==> config.mk <==
export PLATFORM = sky130hd
export DESIGN_NAME = optical_pulse_sensor_ctrl
export DESIGN_NICKNAME = d
export VERILOG_FILES = /design/src/include/optical_pulse_pkg.sv /design/src/hdl/optical_pulse_sensor_ctrl.sv
export VERILOG_INCLUDE_DIRS = /design/src /design/src/include
export SDC_FILE = /design/constraint.sdc
export NUM_CORES = 2
export LEC_CHECK = 0
export BUFFER_PORTS_ARGS = -buffer_cell sky130_fd_sc_hd__buf_2
export CORE_MARGIN = 5
export CORE_UTILIZATION = 63
export DETAILED_ROUTE_END_ITERATION = 7
export GPL_ROUTABILITY_DRIVEN = 0
export GPL_TIMING_DRIVEN = 1
export MAX_ROUTING_LAYER = met4
export PLACE_DENSITY = 0.8
export SYNTH_ARGS = -nofsm -noshare
export SYNTH_HDL_FRONTEND = slang
export SYNTH_SLANG_ARGS = --single-unit
==> constraint.sdc <==
create_clock -name ref_clk -period 13.4 [get_ports ref_clk]
set_input_delay 0 -clock ref_clk [delete_from_list [all_inputs] [get_ports ref_clk]]
set_output_delay 0 -clock ref_clk [all_outputs]
set_load 0.02 [all_outputs]
==> src/include/optical_pulse_cfg.svh <==
`ifndef OPTICAL_PULSE_CFG_SVH
`define OPTICAL_PULSE_CFG_SVH
// Clock periods in ns
`define REF_CLK_NS    5
`define ADC_CLK_NS    125
// Widths
`define CNT_W         17
`define SMP_W         24
`define CIC_W         25
`define DEC_W         8
`define LPF_SH_W      4
`define BUF_WORDS     12
// Register offsets
`define OFS_CTRL      12'h000
`define OFS_PRF       12'h004
`define OFS_NL1       12'h008
`define OFS_NL2       12'h00C
`define OFS_ROUTE     12'h010
`define OFS_CUR       12'h014
`define OFS_LPF       12'h018
`define OFS_STAT      12'h01C
`define OFS_BUF       12'h800
`define OFS_BUF_LAST  12'h82C
// Control bit positions
`define CTL_RXEN      0
`define CTL_TWOCH     1
`define CTL_TWOS      2
`define CTL_HSEL      3
`define CTL_PSAVE     4
`define CTL_AFE       5
// Reset values
`define RST_CTRL      6'h00
`define RST_PRF       17'h01F40
`define RST_NL        17'h00206
`define RST_ROUTE     6'h21
`define RST_CUR       16'h0000
`define RST_LPF       4'h2
// Push-pull route mode code
`define PP_MODE       2'h2
`endif

==> src/include/optical_pulse_pkg.sv <==
`include "optical_pulse_cfg.svh"
package optical_pulse_pkg;
  typedef enum logic [2:0] {PH_IDLE, PH_L1, PH_A1, PH_L2, PH_A2} phase_t;
  typedef struct packed {
    logic              rd;
    logic              wr;
    logic [11:0]       addr;
    logic [31:0]       wdata;
  } reg_req_t;
  typedef struct packed {
    logic [`SMP_W-1:0] sample;
    logic              valid;
  } heart_t;
  typedef struct packed {
    logic [4:0]        div;
    logic              clk8;
    phase_t            ph;
    logic [`CNT_W-1:0] phc;
    logic [`CNT_W-1:0] prf;
    logic [`CIC_W-1:0] i1, i2, i3, d1, d2, d3;
    logic [`DEC_W-1:0] dec;
    logic [`SMP_W-1:0] lpf;
    logic [`SMP_W-1:0] prev;
    logic [1:0]        slot;
    heart_t            heart;
    logic [1:0][`BUF_WORDS-1:0][31:0] mem;
    logic              wbuf;
    logic              rbuf;
    logic [3:0]        wptr;
    logic              irq;
    logic [31:0]       rdata;
    logic [5:0]        ctrl;
    logic [`CNT_W-1:0] fcp, nl1, nl2;
    logic [5:0]        route;
    logic [15:0]       cur;
    logic [`LPF_SH_W-1:0] lpf_sh;
    logic [3:0]        leds;
    logic              pd;
  } state_t;
endpackage : optical_pulse_pkg

==> src/hdl/optical_pulse_sensor_ctrl.sv <==
`timescale 1ns/100ps
`default_nettype none
`include "optical_pulse_cfg.svh"
// Notes on behaviour
// - Forward an 8 MHz sampling clock to the analog front end.
// - Four-channel and two-channel modes; two-channel fires one LED only.
// - Pulse period 62.5 to 3861 SPS; LED pulse width programmable.
// - Samples in two's complement or offset binary.
// - Buffered samples are taken after the low-pass filter.
// - Heart stream selectable before or after the low-pass filter.
// - Power saving while the ADC is not converting.
// - Four separate LED pulse outputs follow the programmed timing.
// - Third-order decimator makes 24-bit samples, then low-pass filter.
// - Fill one 48-byte buffer, then the other, alternating.
// - Data-ready pulse each time a buffer fills.
// - One read window for both buffers, words at 4-byte steps.
// - Four-channel sample is four 24-bit values in three words.
// - Word packing: low bytes of next value above previous value.
// - Two-channel mode packs two LED/ambient pairs the same way.
// - Each LED current is an 8-bit code.
// - Routing drives LEDs for push-pull wiring only; other route modes light none.
// - Heart select 0 sends pre-filter data, 1 post-filter.
// - Power-save bit lowers ADC power; AFE bit (bit 5) powers AFE, receiver-enable bit runs the sequencer.
// - Channel-count bit picks four- or two-channel mode.
module optical_pulse_sensor_ctrl
  import optical_pulse_pkg::*;
(
  // Clock and reset
  input  wire logic        ref_clk,
  input  wire logic        reset,
  // Register port
  input  wire reg_req_t    reg_req,
  output var  logic [31:0] reg_rdata,
  // Analog front end
  input  wire logic        mod_bit,
  output var  logic        adc_sample_clk,
  output var  logic        adc_power_down,
  output var  logic        receiver_afe_en,
  output var  logic [3:0]  led_drive,
  output var  logic [5:0]  led_route_select,
  output var  logic [15:0] led_current,
  // Sample stream and event
  output var  heart_t      heart_out,
  output var  logic        data_ready
);

  localparam int         DIV      = `ADC_CLK_NS / `REF_CLK_NS;
  localparam logic [4:0] DIV_LAST = 5'(DIV - 1);
  localparam logic [4:0] DIV_HALF = 5'(DIV / 2);

  state_t q, d;

  // ******************************
  // Helpers
  // ******************************

  // Offset binary to two's complement
  function automatic logic [`SMP_W-1:0] fmt(input logic [`SMP_W-1:0] v,
                                            input logic twos);
    fmt = twos ? {~v[`SMP_W-1], v[`SMP_W-2:0]} : v;
  endfunction : fmt

  // Pack current value above remainder of previous
  function automatic logic [31:0] pack(input logic [1:0] slot,
                                       input logic [23:0] cur,
                                       input logic [23:0] prv);
    case (slot)
      2'h1:    pack = {cur[7:0], prv};
      2'h2:    pack = {cur[15:0], prv[23:8]};
      default: pack = {cur, prv[23:16]};
    endcase
  endfunction : pack

  // ******************************
  // Next state
  // ******************************

  // All block behaviour
  always_comb begin
    logic                    tick;
    logic                    en;
    logic                    twos;
    logic                    last;
    logic [`CNT_W-1:0]       len;
    logic [`CIC_W-1:0]       c1, c2, c3;
    logic [`SMP_W-1:0]       cic, lnew, val;
    logic signed [`SMP_W+1:0] diff;
    logic [3:0]              idx;
    tick = (q.div == DIV_LAST);
    en   = q.ctrl[`CTL_RXEN];
    twos = q.ctrl[`CTL_TWOS];
    last = 1'b0;
    len  = '0;
    c1   = '0;
    c2   = '0;
    c3   = '0;
    cic  = '0;
    lnew = '0;
    val  = '0;
    diff = '0;
    idx  = 4'((reg_req.addr - `OFS_BUF) >> 2);
    d = q;
    d.irq = 1'b0;
    d.heart.valid = 1'b0;
    // Sampling clock divider
    d.div  = tick ? 5'h00 : 5'(q.div + 5'h01);
    d.clk8 = (d.div < DIV_HALF);
    // Register writes
    if (reg_req.wr) begin
      case (reg_req.addr)
        `OFS_CTRL:  d.ctrl   = reg_req.wdata[5:0];
        `OFS_PRF:   d.fcp    = reg_req.wdata[`CNT_W-1:0];
        `OFS_NL1:   d.nl1    = reg_req.wdata[`CNT_W-1:0];
        `OFS_NL2:   d.nl2    = reg_req.wdata[`CNT_W-1:0];
        `OFS_ROUTE: d.route  = reg_req.wdata[5:0];
        `OFS_CUR:   d.cur    = reg_req.wdata[15:0];
        `OFS_LPF:   d.lpf_sh = reg_req.wdata[`LPF_SH_W-1:0];
        default: ;
      endcase
    end
    // Register reads, answered next cycle
    d.rdata = 32'h0000_0000;
    if (reg_req.rd) begin
      case (reg_req.addr)
        `OFS_CTRL:  d.rdata = {26'h0, q.ctrl};
        `OFS_PRF:   d.rdata = {15'h0, q.fcp};
        `OFS_NL1:   d.rdata = {15'h0, q.nl1};
        `OFS_NL2:   d.rdata = {15'h0, q.nl2};
        `OFS_ROUTE: d.rdata = {26'h0, q.route};
        `OFS_CUR:   d.rdata = {16'h0, q.cur};
        `OFS_LPF:   d.rdata = {28'h0, q.lpf_sh};
        `OFS_STAT:  d.rdata = {20'h0, q.rbuf, q.wbuf, q.wptr, q.slot, 1'b0, q.ph};
        default: begin
          if (reg_req.addr >= `OFS_BUF && reg_req.addr <= `OFS_BUF_LAST)
            d.rdata = q.mem[q.rbuf][idx];
        end
      endcase
    end
    // Decimator, filter and pulse sequencer
    if (!en) begin
      d.ph   = PH_IDLE;
      d.phc  = '0;
      d.prf  = '0;
      d.slot = 2'h0;
      d.wptr = 4'h0;
    end else if (tick) begin
      d.i1  = q.i1 + {{(`CIC_W-1){1'b0}}, mod_bit};
      d.i2  = q.i2 + q.i1;
      d.i3  = q.i3 + q.i2;
      d.dec = `DEC_W'(q.dec + 1'b1);
      if (&q.dec) begin
        c1   = q.i3 - q.d1;
        c2   = c1 - q.d2;
        c3   = c2 - q.d3;
        d.d1 = q.i3;
        d.d2 = c1;
        d.d3 = c2;
        cic  = c3[`CIC_W-1] ? {`SMP_W{1'b1}} : c3[`SMP_W-1:0];
        diff = $signed({2'b00, cic}) - $signed({2'b00, q.lpf});
        lnew = q.lpf + `SMP_W'(diff >>> q.lpf_sh);
        d.lpf = lnew;
        d.heart.sample = fmt(q.ctrl[`CTL_HSEL] ? lnew : cic, twos);
        d.heart.valid  = 1'b1;
      end
      // Pulse period counter
      d.prf = (q.prf >= q.fcp - 1'b1) ? '0 : `CNT_W'(q.prf + 1'b1);
      d.phc = `CNT_W'(q.phc + 1'b1);
      len = (q.ph == PH_L1 || q.ph == PH_A1) ? q.nl1 : q.nl2;
      case (q.ph)
        PH_IDLE: d.phc = '0;
        PH_L1, PH_A1, PH_L2, PH_A2: begin
          if (q.phc >= len - 1'b1) begin
            last  = 1'b1;
            d.phc = '0;
            case (q.ph)
              PH_L1:   d.ph = PH_A1;
              PH_A1:   d.ph = q.ctrl[`CTL_TWOCH] ? PH_IDLE : PH_L2;
              PH_L2:   d.ph = PH_A2;
              default: d.ph = PH_IDLE;
            endcase
          end
        end
        default: d.ph = PH_IDLE;
      endcase
      if (q.prf >= q.fcp - 1'b1) begin
        d.ph  = PH_L1;
        d.phc = '0;
      end
      // Capture filtered value at phase end and pack words
      if (last) begin
        val    = fmt(q.lpf, twos);
        d.prev = val;
        d.slot = 2'(q.slot + 2'h1);
        if (q.slot != 2'h0) begin
          d.mem[q.wbuf][q.wptr] = pack(q.slot, val, q.prev);
          d.wptr = 4'(q.wptr + 4'h1);
          if (q.wptr == 4'(`BUF_WORDS - 1)) begin
            d.wptr = 4'h0;
            d.wbuf = ~q.wbuf;
            d.rbuf = q.wbuf;
            d.irq  = 1'b1;
          end
        end
      end
    end
    // LED drive from route code, push-pull only
    d.leds = 4'h0;
    if (q.route[5:4] == `PP_MODE && q.route[3:2] != q.route[1:0]) begin
      if (d.ph == PH_L1)
        d.leds[q.route[3:2]] = 1'b1;
      if (d.ph == PH_L2)
        d.leds[q.route[1:0]] = 1'b1;
    end
    // Follows the control value of this cycle, so it never lags the power-save bit
    d.pd = d.ctrl[`CTL_PSAVE] & (d.ph == PH_IDLE);
  end

  // State register
  always_ff @(posedge ref_clk) begin
    if (reset) begin
      q        <= '0;
      // Divider parked at wrap so the first sampling period is full length
      q.div    <= DIV_LAST;
      q.ctrl   <= `RST_CTRL;
      q.fcp    <= `RST_PRF;
      q.nl1    <= `RST_NL;
      q.nl2    <= `RST_NL;
      q.route  <= `RST_ROUTE;
      q.cur    <= `RST_CUR;
      q.lpf_sh <= `RST_LPF;
    end else begin
      q <= d;
    end
  end

  // Outputs straight from state
  assign reg_rdata        = q.rdata;
  assign adc_sample_clk   = q.clk8;
  assign adc_power_down   = q.pd;
  assign receiver_afe_en  = q.ctrl[`CTL_AFE];
  assign led_drive        = q.leds;
  assign led_route_select = q.route;
  assign led_current      = q.cur;
  assign heart_out        = q.heart;
  assign data_ready       = q.irq;
endmodule : optical_pulse_sensor_ctrl
`default_nettype wire

# Word-level counts from Yosys, hierarchy flattened
# Cells that the tools add are included.
[word_totals]
reg_bits = 1171
out_inout_bits = 87
wordCells = 208
[op_classes]
addsub = 17
n_lt_le_gt_ge = 15
eq_ne = 19
n_shift = 1
n_mux = 57
bitwise = 11
n_reduce_logical = 32
[ops]
columns = ["operator", "n"]
rows = [
  ["775-bit two-way mux", 2],
  ["384-bit two-way mux", 3],
  ["1045-bit two-way mux", 1],
  ["768-bit bitwise mux", 1],
  ["384-bit demux with 1-bit select", 1],
  ["32-bit one-hot mux with 8 select lines", 1],
  ["32-bit two-way mux", 7],
  ["32-bit binary-select mux with 4-bit select", 1],
  ["32-bit demux with 4-bit select", 1],
  ["24-bit two-way mux", 5],
  ["17-bit two-way mux", 5],
  ["82-bit two-way mux", 1],
  ["75-bit two-way mux", 1],
  ["25-bit subtractor", 3],
  ["32-bit one-hot mux with 2 select lines", 1],
  ["25-bit adder", 2],
  ["12-bit by 5-bit equality test with 1-bit output, second input constant", 4],
  ["20-bit two-way mux", 2],
  ["37-bit two-way mux", 1],
  ["17-bit by 1-bit adder with 17-bit output, second input constant", 2],
  ["17-bit greater-or-equal comparator", 2],
  ["17-bit one-hot mux with 2 select lines", 1],
  ["17-bit by 1-bit subtractor with 17-bit output, second input constant", 2],
  ["26-bit two-way mux", 1],
  ["57 further kinds", 101],
]

# Depth between registers and ports, before layout
[depth]
ltp_word = 22
mapped_depth = 60
ltp_nobuf = 59

# Worst setup path before layout
# No wires, ideal clock.
[synth_timing]
path_kind = "reg2reg"
startpoint = "register q[1053] in the netlist's numbering"
endpoint = "register q (netlist bit heart_out[24])"
setup_time_ns = 0.117
t_arrival_ns = 10.529
t_required_ns = 13.283
setup_slack_ns = 2.753
path_stages_with_launch = 58
n_path_buf = 2
synth_period_minus_slack_ns = 10.647
cell_sequence = "dfxtp_1 -> inv_1 -> ha_1 -> fa_1 -> nand2b_1 -> a211o_1 -> a31oi_1 -> a21oi_1 -> nor2b_1 -> nor2_1 -> o21bai_1 -> a21oi_1 -> xnor2_1 -> ha_1 -> a21o_1 -> a221oi_1 -> o31ai_1 -> a21o_1 -> (+22 left out) -> o22ai_1 -> a31oi_1 -> mux2_2 -> o21ai_0 -> mux2i_1 -> a21oi_1 -> ha_1 -> nand2_1 -> nor2_1 -> a41oi_1 -> o211ai_1 -> nand2_1 -> o21ai_0 -> mux2i_1 -> a311o_1 -> nand3_1 -> a21o_1 -> a32o_1"
[synth_via]
elab_chain_cells = 10
[synth_rtl]
columns = ["item", "line", "text"]
rows = [
  ["start: declaration", "optical_pulse_sensor_ctrl.sv:51", "state_t q, d;"],
  ["25-bit subtractor (*)", "optical_pulse_sensor_ctrl.sv:152", "c1 = q.i3 - q.d1;"],
  ["25-bit subtractor (*)", "optical_pulse_sensor_ctrl.sv:153", "c2 = c1 - q.d2;"],
  ["25-bit subtractor (*)", "optical_pulse_sensor_ctrl.sv:154", "c3 = c2 - q.d3;"],
  ["24-bit two-way mux (*)", "optical_pulse_sensor_ctrl.sv:158", "cic = c3[`CIC_W-1] ? {`SMP_W{1'b1}} : c3[`SMP_W-1:0];"],
  ["24-bit by 24-bit subtractor with 25-bit output", "optical_pulse_sensor_ctrl.sv:159", "diff = $signed({2'b00, cic}) - $signed({2'b00, q.lpf});"],
  ["25-bit by 4-bit >>> shifter with 24-bit output", "optical_pulse_sensor_ctrl.sv:160", "lnew = q.lpf + `SMP_W'(diff >>> q.lpf_sh);"],
  ["24-bit adder", "optical_pulse_sensor_ctrl.sv:160", ""],
  ["24-bit two-way mux (*)", "optical_pulse_sensor_ctrl.sv:162", "d.heart.sample = fmt(q.ctrl[`CTL_HSEL] ? lnew : cic, twos);"],
  ["1-bit inverter", "optical_pulse_sensor_ctrl.sv:60", "fmt = twos ? {~v[`SMP_W-1], v[`SMP_W-2:0]} : v;"],
  ["24-bit two-way mux (*)", "optical_pulse_sensor_ctrl.sv:60", ""],
]
# Mark *: on every way between the ends. The rest lies on a longest branch, timed or not.
# A chain may end at the register's enable or synchronous reset.

# Worst setup path after layout
[layout_timing]
startpoint = "register q[1029] in the netlist's numbering"
endpoint = "register q (netlist bit heart_out[24])"
# The elaborated chain is that of the path after synthesis.

==> results.toml <==
[synth]
synth_seq_cells = 1171
synth-async-reset-ratio = 0
synth-edff-count = 0
ys_warn_count = 0
synth_xor_area_frac = 0.03282
synth_top_family_by_area = "simple AND/OR/NAND/NOR gates"
netlist_instances = 7251
synth-simple-area-share = 0.1898
synth.distinct_cells = 82
syn_avg_cell_area_um2 = 8.271
synth.cell_area_um2 = 59970
synth_compound_area_frac = 0.1502
yosysSeqAreaShare = 0.3909
synthAdderAreaFrac = 0.04778
muxShareOfSynthArea = 0.1338
synthFlopType = "dfxtp_1"
syn-num-nets = 7524

[finish]
nNetsFinal = 7287
syn2layout_area_growth_pct = 8.058
instances_no_fill = 8380
layout-drive-gt1-share = 0.1046
layout_common_cells = "1,848 x nand2_1, 1,170 x dfxtp_1, 1,009 x a21oi_1"
fin_area_um2 = 64800
n_fill_cell = 7273
final_core_util = 0.6841
final_common_cell = "nand2_1"

[power_and_ir_drop]
leakage_nw = 23.33
vdd_drop_max_mv = 0.1094
power_density_nw_per_um2 = 111.0
p_total_mw = 7.191

[place]
placed_area_um2 = 60590
dp.cells = 8134
place_ws_ps = 972.6
dp_hpwl_mm = 105.9
portBuffers = 120

[detailed_routing]
final_antenna_net_count = 0
drt-initial-drc-count = 6497
avgRoutedWirePerCell_um = 20.32
drc_errors = 10
wl_mm = 170.3
dr.pass1.iters = 8
via_count = 52400
drt-vias-per-instance = 6.253

[clock_tree]
cts.sinks = 1171
insertion_delay_ps = 740
cts_buffers = 116
cts_tree = "built"
path_clk_slew_ps = 70
cts_max_path_buffers = 3
h-tree-depth = 3
cts_root_buffer = "clkbuf_16"

[setup_path]
required_ps = 14020
cpPeakStageDelay_ps = 510
rr_worst_depth = 57
crit_top_cell = "nand2_1"
cp-start-kind = "flop"
timing.rr.end = "heart_out[24]$_SDFFE_PP0P_"
reg2reg_slack_ps = 1080
crit_type = "reg -> reg"
reg2reg_from = "q[1029]$_SDFFE_PP0P_"
slowest_stage = "or4b_1"
cp.arrival_ps = 12940
endpoint_kind = "flop"
crit_fanout = 11

[sta]
worstMarginPinSlew_ps = 1349
setup_tns_ps = 0
setup_slack_ps = 1081
final_hold_viol_count = 0
setup_viol = 0
rsz0062_at_grt = "no"
fin_crit_ps = 12320
fin_crit_sh = 0.9193
holdWs_ps = 11.18
fmax_mhz = 81.18
fin_skew_ps = 59.28
relSlewSlack = 0.1005
drv_slew = 0

[run]
maxCapViolCount = 0

[global_route]
grt.overflow.total = 0
grt_usage = 0.3298
grt_max_degree = 229
grt_pass1_wl_mm = 268.0
antenna_found_initial = 1
grt_pass1_vias = 49880

[die]
initial_core_util = 0.6331
die_w_um = 318.5
core_um2 = 94730
die_y_um = 318.5
placementRows = 113
dieArea_um2 = 101500
ioPinCount = 136

[run_status]
violations = "DRC"
status = "finished, violations left"

[hold_path]
hold_end = "reg_rdata[3]$_SDFF_PP0_"
hold_start = "reg_req[34]"
hold_class = "in -> reg"
hold_depth = 4
[routing by layer]
metal,vias to the layer above,track usage,routed length (um)
met5,-,-,0
met3,616,0.05783,17740
met2,2816,0.5141,77520
met4,0,0.1624,9424
met1,24670,0.4180,65580
li1,24300,-,-
[what timing repair did]
action / 4_1_cts / 5_1_grt
setup buffers: 0 / 2
endpoints found under the setup margin: 0 / 3
gates resized for setup: 0 / 4
hold endpoints to repair: 106 / 0
hold buffers: 25 / 0
[cells by family after synthesis]
| group | count (synthesis) |
|---|---|
| DFF | 1171 |
| AOI/OAI and AO/OA | 1575 |
| muxes | 514 |
| xor gates and xnor gates | 223 |
| and+or+nand+nor | 2764 |
| adders and majority gates | 225 |
| buffers and inverters | 779 |
[synthesized netlist by cell type, drive strengths merged, types with 24 or more instances]
| library cell | count | share of area |
|---|---|---|
| nor3 | 83 | 0.0069 |
| a21oi | 1041 | 0.087 |
| nand3 | 74 | 0.0063 |
| a22oi | 39 | 0.0049 |
| a31oi | 28 | 0.0029 |
| inv | 166 | 0.010 |
| nor2b | 34 | 0.0035 |
| mux4 | 229 | 0.086 |
| nand2 | 1849 | 0.12 |
| dfxtp | 1171 | 0.39 |
| o21a | 40 | 0.0050 |
| and3 | 38 | 0.0040 |
| nand2b | 41 | 0.0043 |
| mux2i | 272 | 0.045 |
| xor2 | 93 | 0.014 |
| or3 | 30 | 0.0032 |
| a211oi | 63 | 0.0079 |
| buf | 148 | 0.015 |
| o211ai | 32 | 0.0040 |
| o31ai | 24 | 0.0030 |
| a21o | 62 | 0.0078 |
| nor2 | 487 | 0.030 |
| ha | 217 | 0.045 |
| xnor2 | 130 | 0.019 |
| nand4 | 29 | 0.0030 |
| clkbuf | 462 | 0.029 |
| o21ai | 127 | 0.011 |
[report_power, final]
group | internal, mW | switching (mW) | total, mW | leakage [nW]
Sequential | 3.49 | 0.00810 | 3.50 | 9.43
Clock | 1.89 | 1.44 | 3.33 | 1.93
Combinational | 0.118 | 0.247 | 0.365 | 12.0
Total | 5.50 | 1.69 | 7.19 | 23.3
[cell type report]
cell class	instances	area (um^2)	area share
sequential	1171	23450	0.3618
timing repair buffer	255	1730	0.02670
tap	1265	1583	0.02442
clock buffer	165	3327	0.05134
multi-input combinational	5301	33490	0.5168
antenna	2	5.005	0.00007723
clock inverter	52	589.3	0.009094
inverter	169	634.4	0.009789
[worst max-delay path by stage]
stage	from	to	slack (ps)	cells after the start
2_1_floorplan	q[1053]$_SDFFE_PP0P_	heart_out[24]$_SDFFE_PP0P_	2750	57
3_3_place_gp	q[1029]$_SDFFE_PP0P_	heart_out[24]$_SDFFE_PP0P_	1110	56
3_5_place_dp	q[1029]$_SDFFE_PP0P_	heart_out[24]$_SDFFE_PP0P_	970	57
4_1_cts	q[1029]$_SDFFE_PP0P_	heart_out[24]$_SDFFE_PP0P_	790	57
5_1_grt	q[1053]$_SDFFE_PP0P_	heart_out[24]$_SDFFE_PP0P_	90	58
6_report	q[1029]$_SDFFE_PP0P_	heart_out[24]$_SDFFE_PP0P_	1080	57
[worst max-delay path: cells and delay by family, from the launching register on]
kind / cells / cell delay (ps)
compound gates: 30 / 6840
simple gates: 13 / 1880
fa+ha+maj: 5 / 1660
xor+xnor: 3 / 500
buf+inv: 4 / 490
mux: 2 / 430
flops: 1 / 370
(Power assumes the default switching activity.)
